**src/hdl/tdhd_defs.svh**
```systemverilog
`ifndef TDHD_DEFS_SVH
`define TDHD_DEFS_SVH

// ----------------------------------------
// register offsets
// ----------------------------------------
`define TDHD_OFS_OUT0_SD_SWING 8'h2b
`define TDHD_OFS_OUT1_HD_BOOST 8'h2c
`define TDHD_OFS_OUT1_HD_SWING 8'h2d

// ----------------------------------------
// reset values of whole registers and of the applied swing outputs
// ----------------------------------------
`define TDHD_RST_OUT0_SD_SWING 16'h1170
`define TDHD_RST_OUT1_HD_BOOST 16'h0201
`define TDHD_RST_OUT1_HD_SWING 16'h1170
`define TDHD_RST_OUT0_APPLIED 6'h11
`define TDHD_RST_OUT1_APPLIED_SWING 6'h00

// ----------------------------------------
// field positions
// ----------------------------------------
`define TDHD_WIDTH_MSB 12
`define TDHD_WIDTH_LSB 8
`define TDHD_PWROFF_BIT 6
`define TDHD_AMPL_MSB 5
`define TDHD_AMPL_LSB 0
`define TDHD_SWING_MSB 13
`define TDHD_SWING_LSB 8

// ----------------------------------------
// field upper limits
// ----------------------------------------
`define TDHD_WIDTH_MAX 5'h0f
`define TDHD_AMPL_MAX 6'h32
`define TDHD_SWING_MAX 6'h28

`endif

```
**src/hdl/tdhd_pkg.sv**
```systemverilog
package tdhd_pkg;

	// pre-emphasis settings of one driver
	typedef struct packed {
		logic [4:0] pulseWidth;
		logic powerOff;
		logic [5:0] amplitude;
	} tdhd_boost_t;

	// register port request
	typedef struct packed {
		logic wrEn;
		logic rdEn;
		logic [7:0] addr;
		logic [15:0] wrData;
	} tdhd_req_t;

	// register index inside the bank
	typedef enum logic [1:0] {
		TDHD_R_SD_SWING,
		TDHD_R_HD_BOOST,
		TDHD_R_HD_SWING,
		TDHD_R_NONE
	} tdhd_sel_t;

endpackage

```
**src/hdl/tdhd_word_reg.sv**
```systemverilog
`timescale 1ns/1ps
// one 16-bit register word with its own reset value
module tdhd_word_reg #(
	parameter logic [15:0] RESET_VALUE = 16'h0000
) (
	input wire logic core_clk,
	input wire logic rstn,
	input wire logic load,
	input wire logic [15:0] nextWord,
	output logic [15:0] word
);

	// whole word updated in one edge
	always_ff @(posedge core_clk or negedge rstn) begin
		if (!rstn) begin
			word <= RESET_VALUE;
		end else if (load) begin
			word <= nextWord; // [RQ8]
		end
	end

endmodule

```
**src/hdl/tdhd_config_regs.sv**
```systemverilog
`timescale 1ns/1ps
`include "tdhd_defs.svh"
// Contract
// RQ1: out1 HD pulse width, bits 12:8, reset 2
// RQ2: bit 6 powers down out1 HD pre-emphasis
// RQ3: out1 HD amplitude, bits 5:0, reset 1
// RQ4: out1 HD swing, bits 13:8, reset 11h
// RQ5: out0 SD swing at 2Bh, reset 11h
// RQ6: SD settings apply unless per-rate select
// RQ7: host writes reserved bits back unchanged
// RQ8: 16-bit registers, whole-word write, readback
module tdhd_config_regs (
	input wire logic core_clk,
	input wire logic rstn,
	input tdhd_pkg::tdhd_req_t req,
	output logic [15:0] rdData,
	output logic rdValid,
	input wire logic out0RateSpecificSelect,
	input wire logic out1RateSpecificSelect,
	input wire logic hdRateActive,
	input wire logic sdRateActive,
	input wire logic [5:0] out0OtherRateSwing,
	input tdhd_pkg::tdhd_boost_t out1SdBoost,
	input wire logic [5:0] out1SdSwing,
	output logic [5:0] out0AppliedSwing,
	output tdhd_pkg::tdhd_boost_t out1AppliedBoost,
	output logic [5:0] out1AppliedSwing
);

	// ----------------------------------------
	// address decode
	// ----------------------------------------
	tdhd_pkg::tdhd_sel_t sel;
	logic [15:0] word [3];
	logic [15:0] next_word [3];
	logic [2:0] load;

	// map the request address to a register
	// every other offset selects nothing
	always_comb begin
		unique case (req.addr)
			`TDHD_OFS_OUT0_SD_SWING: sel = tdhd_pkg::TDHD_R_SD_SWING;
			`TDHD_OFS_OUT1_HD_BOOST: sel = tdhd_pkg::TDHD_R_HD_BOOST;
			`TDHD_OFS_OUT1_HD_SWING: sel = tdhd_pkg::TDHD_R_HD_SWING;
			default: sel = tdhd_pkg::TDHD_R_NONE;
		endcase
	end

	// ----------------------------------------
	// write data shaping
	// ----------------------------------------
	logic [4:0] wrWidth;
	logic [5:0] wrAmpl;
	logic [5:0] wrSwing;
	// field values after the top-code clamp
	logic [4:0] clampWidth;
	logic [5:0] clampAmpl;
	logic [5:0] clampSwing;

	// raw field slices of the incoming word
	assign wrWidth = req.wrData[`TDHD_WIDTH_MSB:`TDHD_WIDTH_LSB];
	assign wrAmpl = req.wrData[`TDHD_AMPL_MSB:`TDHD_AMPL_LSB];
	assign wrSwing = req.wrData[`TDHD_SWING_MSB:`TDHD_SWING_LSB];

	// pulse width above its top code is held at the top code
	always_comb begin
		if (wrWidth > `TDHD_WIDTH_MAX) begin
			clampWidth = `TDHD_WIDTH_MAX; // [RQ1]
		end else begin
			clampWidth = wrWidth;
		end
	end

	// amplitude above its top code is held at the top code
	always_comb begin
		if (wrAmpl > `TDHD_AMPL_MAX) begin
			clampAmpl = `TDHD_AMPL_MAX; // [RQ3]
		end else begin
			clampAmpl = wrAmpl;
		end
	end

	// swing above its top code is held at the top code
	always_comb begin
		if (wrSwing > `TDHD_SWING_MAX) begin
			clampSwing = `TDHD_SWING_MAX; // [RQ4] [RQ5]
		end else begin
			clampSwing = wrSwing;
		end
	end

	// reserved bits pass through as written; the host writes back
	// what it read, so they act as plain storage
	always_comb begin
		next_word[0] = req.wrData;
		next_word[0][`TDHD_SWING_MSB:`TDHD_SWING_LSB] = clampSwing; // [RQ5]
		next_word[1] = req.wrData;
		next_word[1][`TDHD_WIDTH_MSB:`TDHD_WIDTH_LSB] = clampWidth; // [RQ1]
		next_word[1][`TDHD_AMPL_MSB:`TDHD_AMPL_LSB] = clampAmpl; // [RQ3]
		next_word[2] = req.wrData;
		next_word[2][`TDHD_SWING_MSB:`TDHD_SWING_LSB] = clampSwing; // [RQ4]
	end

	// ----------------------------------------
	// register words
	// ----------------------------------------
	localparam logic [15:0] RESETS [3] = '{
		`TDHD_RST_OUT0_SD_SWING,
		`TDHD_RST_OUT1_HD_BOOST,
		`TDHD_RST_OUT1_HD_SWING
	};

	// one word per register, loaded by a decoded write
	genvar i;
	generate
		for (i = 0; i < 3; i++) begin : g_word
			assign load[i] = req.wrEn && (sel == tdhd_pkg::tdhd_sel_t'(i));
			tdhd_word_reg #(
				.RESET_VALUE(RESETS[i])
			) u_word (
				.core_clk(core_clk),
				.rstn(rstn),
				.load(load[i]), // [RQ8]
				.nextWord(next_word[i]),
				.word(word[i])
			);
		end
	endgenerate

	// ----------------------------------------
	// read port
	// ----------------------------------------
	logic [15:0] rdMux;

	// select the addressed word, unmapped addresses give zero
	always_comb begin
		unique case (sel)
			tdhd_pkg::TDHD_R_SD_SWING: rdMux = word[0]; // [RQ8]
			tdhd_pkg::TDHD_R_HD_BOOST: rdMux = word[1];
			tdhd_pkg::TDHD_R_HD_SWING: rdMux = word[2];
			tdhd_pkg::TDHD_R_NONE: rdMux = 16'h0000;
		endcase
	end

	// registered readback, held until the next read
	// a read and a write in one cycle return the old word
	always_ff @(posedge core_clk or negedge rstn) begin
		if (!rstn) begin
			rdData <= 16'h0000;
		end else if (req.rdEn) begin
			rdData <= rdMux; // [RQ8]
		end
	end

	// read answer strobe one cycle after the request
	always_ff @(posedge core_clk or negedge rstn) begin
		if (!rstn) begin
			rdValid <= 1'b0;
		end else begin
			rdValid <= req.rdEn;
		end
	end

	// ----------------------------------------
	// field views
	// ----------------------------------------
	tdhd_pkg::tdhd_boost_t hdBoost;
	logic [5:0] hdSwing;
	logic [5:0] sdSwing0;

	// named fields of the stored words
	assign hdBoost.pulseWidth =
		word[1][`TDHD_WIDTH_MSB:`TDHD_WIDTH_LSB]; // [RQ1]
	assign hdBoost.powerOff = word[1][`TDHD_PWROFF_BIT]; // [RQ2]
	assign hdBoost.amplitude =
		word[1][`TDHD_AMPL_MSB:`TDHD_AMPL_LSB]; // [RQ3]
	assign hdSwing = word[2][`TDHD_SWING_MSB:`TDHD_SWING_LSB]; // [RQ4]
	assign sdSwing0 = word[0][`TDHD_SWING_MSB:`TDHD_SWING_LSB]; // [RQ5]

	// ----------------------------------------
	// applied driver settings
	// ----------------------------------------
	logic out0UseOther;
	logic out1UseHd;

	// the select and rate levels come from logic on this clock,
	// so they feed the choice without a synchroniser
	assign out0UseOther = out0RateSpecificSelect && !sdRateActive; // [RQ6]
	assign out1UseHd = out1RateSpecificSelect && hdRateActive; // [RQ6]

	// output0 swing, sd value unless a per-rate value is chosen
	always_ff @(posedge core_clk or negedge rstn) begin
		if (!rstn) begin
			out0AppliedSwing <= `TDHD_RST_OUT0_APPLIED;
		end else if (out0UseOther) begin
			out0AppliedSwing <= out0OtherRateSwing; // [RQ6]
		end else begin
			out0AppliedSwing <= sdSwing0; // [RQ6]
		end
	end

	// output1 pre-emphasis, hd fields only at hd rate with select on
	always_ff @(posedge core_clk or negedge rstn) begin
		if (!rstn) begin
			out1AppliedBoost <= '0;
		end else if (out1UseHd) begin
			out1AppliedBoost <= hdBoost; // [RQ6]
		end else begin
			out1AppliedBoost <= out1SdBoost; // [RQ6]
		end
	end

	// output1 swing, follows the same choice as its pre-emphasis
	always_ff @(posedge core_clk or negedge rstn) begin
		if (!rstn) begin
			out1AppliedSwing <= `TDHD_RST_OUT1_APPLIED_SWING;
		end else if (out1UseHd) begin
			out1AppliedSwing <= hdSwing; // [RQ6]
		end else begin
			out1AppliedSwing <= out1SdSwing; // [RQ6]
		end
	end

endmodule

```
**config.mk**
```make
export PLATFORM = sky130hd
export DESIGN_NAME = tdhd_config_regs
export DESIGN_NICKNAME = d
export VERILOG_FILES = /design/src/hdl/tdhd_pkg.sv /design/src/hdl/tdhd_word_reg.sv /design/src/hdl/tdhd_config_regs.sv
export VERILOG_INCLUDE_DIRS = /design/src /design/src/hdl
export SDC_FILE = /design/constraint.sdc
export NUM_CORES = 1
export LEC_CHECK = 0
export BUFFER_PORTS_ARGS = -buffer_cell sky130_fd_sc_hd__clkbuf_2
export CAP_MARGIN = 25
export CORE_MARGIN = 5
export CORE_UTILIZATION = 45
export DETAILED_ROUTE_END_ITERATION = 10
export HOLD_SLACK_MARGIN = 0.05
export PLACE_DENSITY = 0.69
export SLEW_MARGIN = 25
export SYNTH_ARGS = -nofsm -noshare
export SYNTH_HDL_FRONTEND = slang
export SYNTH_SLANG_ARGS = --single-unit
```
**constraint.sdc**
```tcl
create_clock -name core_clk -period 1.7 [get_ports core_clk]
set_clock_uncertainty 0.2 [all_clocks]
set_input_delay 0.34 -clock core_clk [delete_from_list [all_inputs] [get_ports core_clk]]
set_output_delay 0.34 -clock core_clk [all_outputs]
set_load 0.05 [all_outputs]
```
Word level (Yosys, flattened, before mapping)
Index checks and enable logic that the tools add are counted.
{"block": "word_totals", "reg_bits": 89, "input_bits": 56, "output_inout_bits": 41}
{"block": "op_classes", "order_cmp": 3, "n_eq_ne": 6, "n_mux": 8, "reduce_logical": 7}
{"cell": "16-bit case mux with 4 select lines", "count": 1}
{"cell": "8-bit by 6-bit equality test with 1-bit output, second input constant", "count": 3}
{"cell": "6-bit 2-to-1 mux", "count": 4}
{"cell": "6-bit > comparator, second input constant", "count": 2}
{"cell": "12-bit 2-to-1 mux", "count": 1}
{"cell": "2-bit case mux with 3 select lines", "count": 1}
{"cell": "5-bit by 4-bit > comparator with 1-bit output, second input constant", "count": 1}
{"cell": "1-bit logical AND", "count": 5}
{"cell": "5-bit 2-to-1 mux", "count": 1}
{"cell": "2-bit equality test, second input constant", "count": 2}
{"cell": "2-bit by 1-bit equality test with 1-bit output, second input constant", "count": 1}
{"cell": "2-bit logical NOT", "count": 1}
{"cell": "1-bit logical NOT", "count": 1}

Logic depth before layout (Yosys ltp)
{"block": "logic_depth", "ltp_word": 4, "ltp_mapped": 6}

Hierarchy
From an unflattened synthesis, not the netlist that was laid out.
{"block": "hier_totals", "cells_unflattened": 296, "area_unflattened_um2": 4217.8}
{"module": "tdhd_config_regs", "instances": 1, "cells_each": 194, "area_per_inst_um2": 2254.7}
{"module": "tdhd_word_reg at g_word[0].u_word ...", "instances": 2, "cells_each": 34, "area_per_inst_um2": 655.6}
{"module": "tdhd_word_reg at g_word[1].u_word", "instances": 1, "cells_each": 34, "area_per_inst_um2": 651.9}

Worst setup path after synthesis
No wires, ideal clock.
{"block": "synth_timing", "kind": "input -> register", "from": "in req[20] in the netlist's numbering", "to": "reg g_word[0].u_word.word[13]", "t_arrival_ns": 1.587, "required_time_ns": 1.375, "path_slack_ns": -0.212, "cell_stages": 4, "path_cell_list": "nand4bb_4 > nor4_4 > buf_6 > mux2_2"}
{"block": "synth_via", "elab_chain_cells": 4, "elab_cells_between_ends": 6, "cone_classes": "eq/ne (3); mux (1); reduce/logical (2)"}
{"element": "start: declaration", "line": "tdhd_config_regs.sv:15", "rtl": "input tdhd_pkg::tdhd_req_t req,"}
{"element": "8-bit by 6-bit equality test with 1-bit output", "line": "tdhd_config_regs.sv:41", "rtl": "unique case (req.addr)"}
{"element": "2-bit case mux with 3 select lines (*)", "line": "tdhd_config_regs.sv:41"}
{"element": "2-bit logical NOT (*)", "line": "tdhd_config_regs.sv:117", "rtl": "assign load[i] = req.wrEn && (sel == tdhd_pkg::tdhd_sel_t'(i));"}
{"element": "1-bit logical AND (*)", "line": "tdhd_config_regs.sv:117"}
{"element": "end signal: assignment", "line": "tdhd_word_reg.sv:18", "rtl": "word <= nextWord;"}
{"element": "end: declaration", "line": "tdhd_word_reg.sv:10", "rtl": "output logic [15:0] word"}
Mark *: on every way between the ends. The rest lies on a longest branch, timed or not.
A chain may end at the register's enable or synchronous reset.

Worst setup path in the final report
{"block": "layout_timing", "from": "reg out0AppliedSwing[4]", "to": "out out0AppliedSwing[4]"}
{"element": "start: declaration", "line": "tdhd_config_regs.sv:25", "rtl": "output logic [5:0] out0AppliedSwing,"}
{"element": "start signal: assignment", "line": "tdhd_config_regs.sv:194", "rtl": "out0AppliedSwing <= `TDHD_RST_OUT0_APPLIED;"}
{"element": "start signal: assignment", "line": "tdhd_config_regs.sv:196", "rtl": "out0AppliedSwing <= out0OtherRateSwing;"}
{"element": "start signal: assignment", "line": "tdhd_config_regs.sv:198", "rtl": "out0AppliedSwing <= sdSwing0;"}
No word-level cell between the ends.

==> run metrics <==
clock-pin slew on the worst setup and hold paths 90 ps; Commonest cells post-synth 75 x dfrtp_1, 50 x mux2_2, 25 x nand2_1; final setup violation count 0; Crit. End Element output pin; critical path required time 1160 ps; Synth top area share 49.2%; Final Cycle Share 97.5%; Clock Tree Root clkbuf_8; Clock Latency Late Sink 350 ps; largest net degree at the start of global routing 34; layout cells sized above 1 48.5%; FF+latch count, synth 89; Post-CTS Setup Inserts 0; Layout Nets 492; Synth Area in Adders 0%; initial antenna violation count 0; via count 2732; post-route setup TNS 0 ps; Syn Nets 339; Core Util, Final 62.5%; WS Path Type reg -> out; gr usage total 18.2%; Simple-Gate Fraction of Synth Area 9.18%; fmax 604 MHz; Main synth FF type dfrtp_1; Max Cap Viol 0; Non-Filler Instances 546; Avg WL per Cell 16.4 microns; core area 8260 sq um; hold slack 63.9 ps; CTS tree built; Starting Density 46.2%; post-synthesis mux area share 20.9%; Unique masters post-synth 26; crit path time final 1660 ps; Mapped Avg Cell Area 13.5 sq um; PD cells 854 nW/um^2; GP Congestion 0.792; GRT Residual Overflow 0; die height 102 microns; HPWL Detailed 6210 microns; XOR/XNOR Fraction of Synth Area 0%; RSZ-0062 raised after global routing false; Initial DRC Count 91; cell breakdown of the critical path buf_2; Port Buf Inserts 96; measured slew at the worst slew-check pin 384 ps; most common cell in the netlist dfrtp_1; Mapped Cells 283; Slowest cell on crit path dfstp_2; Leakage Power 2.63 nW; IO Pins 97; worst stage delay on the critical path 520 ps; vias in the first global route 2918; dpl cells 498; Die Wd 102 microns; area delta synth->final 35.3%; crit path DAT 1120 ps; top cells by area, synth dfrtp_1 49%, mux2_2 15%, dfstp_2 9.6%, a221o_1 4.2%, mux2i_1 3.4%; Antenna Cells 0; Detail Route Antenna Nets 0; Worst Hold Class in -> reg; number of flops mapped to enable cells by yosys 0; vias per std cell 5.00; cell area after synthesis 3820 sq um; cell accounting for the most synthesized area dfrtp_1; maximum clock path buffer count 2; cts bufs inserted 9; FP Rows 33; routed wire length 8940 microns; clk sinks 89; Rel. slew slack 74.1%; H-tree depth 3; DRT Pass-1 Iters 4; status finished clean; full die area 10400 sq um; delay-heaviest family, CP flip-flops; first-pass GRT wire length 14500 microns; Critical Path Source Type flop; Peak VDD IR 392 uV; warnings from Yosys 0; CP bufs+invs 1; Filler Cell Count 673; asr flop ratio synth 100%; max-slew violation count 0; drc violations 0; largest family of logic cells by synthesized area multiplexers; final hold vios 0; Seq/Total Area, Yosys 58.8%; critical path peak fanout 1; Synth Area in Compound Gates 7.08%
==> cell type report <==
cell class | count | area [sq um] | area share (%)
flip-flops and latches | 89 | 2240 | 43.5
well taps | 105 | 131 | 2.54
clock buffers | 12 | 155 | 3.00
multi-input cells | 166 | 1440 | 27.9
repair buffers | 155 | 1080 | 21.0
inverters | 15 | 56.3 | 1.09
clock inverters | 4 | 51.3 | 0.993
==> flip-flops by register name (all words and copies together), names as in the netlist <==
| register | cells |
|---|---|
| g_word.u_word.word | 48 |
| rdData | 16 |
| out1AppliedBoost | 12 |
| out0AppliedSwing | 6 |
| out1AppliedSwing | 6 |
| rdValid | 1 |
==> power breakdown <==
group | internal [mW] | switching [mW] | total, mW
Sequential | 2.23 | 0.0419 | 2.27
Clock | 0.762 | 0.753 | 1.51
Combinational | 0.254 | 0.375 | 0.629
==> path summary, 6_finish.rpt <==
check	end	slack, ps	cells past startpoint	startpoint
max in group asynchronous	out0AppliedSwing[4]	540	3	rstn
min in group asynchronous	rdValid	210	2	rstn
min reg2reg	g_word[0].u_word.word[8]	290	2	g_word[0].u_word.word[8]
min	g_word[2].u_word.word[10]	60	3	req[10]
max reg2reg	rdData[12]	370	2	g_word[1].u_word.word[12]
max	out0AppliedSwing[4]	40	1	out0AppliedSwing[4]
==> cells in the final DEF (no fill, tap or decap), drive strengths merged <==
cell type    instances
a21o                 1
a221o               16
buf                 29
bufinv               1
clkbuf             106
clkinv               2
clkinvlp             1
dfrtp               75
dfstp               14
dlygate4sd3         32
inv                 15
mux2                57
mux2i               13
nand2               25
nand2b               3
nand4bb              2
nor2                 5
nor2b               18
nor3                 2
nor4                 3
o21ai               19
o21bai               1
or3                  1
==> timing repair <==
action,4_1_cts,5_1_grt
setup endpoints to repair,0,2
endpoints found under the hold margin,111,0
resized for setup,0,3
hold buffers,32,0
==> per-layer routing <==
metal	vias to the layer above	GRT usage, %	part of all wire (%)	wire length [microns]
met5	-	0	0	0
met4	0	5.15	0.88	79
met3	5	3.96	5.7	508
met2	76	29.5	49	4370
met1	1354	24.7	45	3980
li1	1297	-	-	-
==> metrics by stage <==
stage | cell area [sq um] | power, mW | setup slack [ps]
2_1_floorplan | 3820 | 2.63 | -212
3_3_place_gp | 4640 | 2.87 | -167
3_5_place_dp | 4640 | 2.88 | -211
4_1_cts | 5160 | 4.44 | 0.700
5_1_grt | 5160 | 4.60 | 4.51
6_report | 5160 | 4.41 | 43.0
==> logic make-up after synthesis <==
logic type	Yosys count
flip-flops	89
multiplexers	70
AND/OR/NAND/NOR	59
AO/OA/AOI/OAI	37
buffers and inverters	28
(Power assumes the default switching activity.)
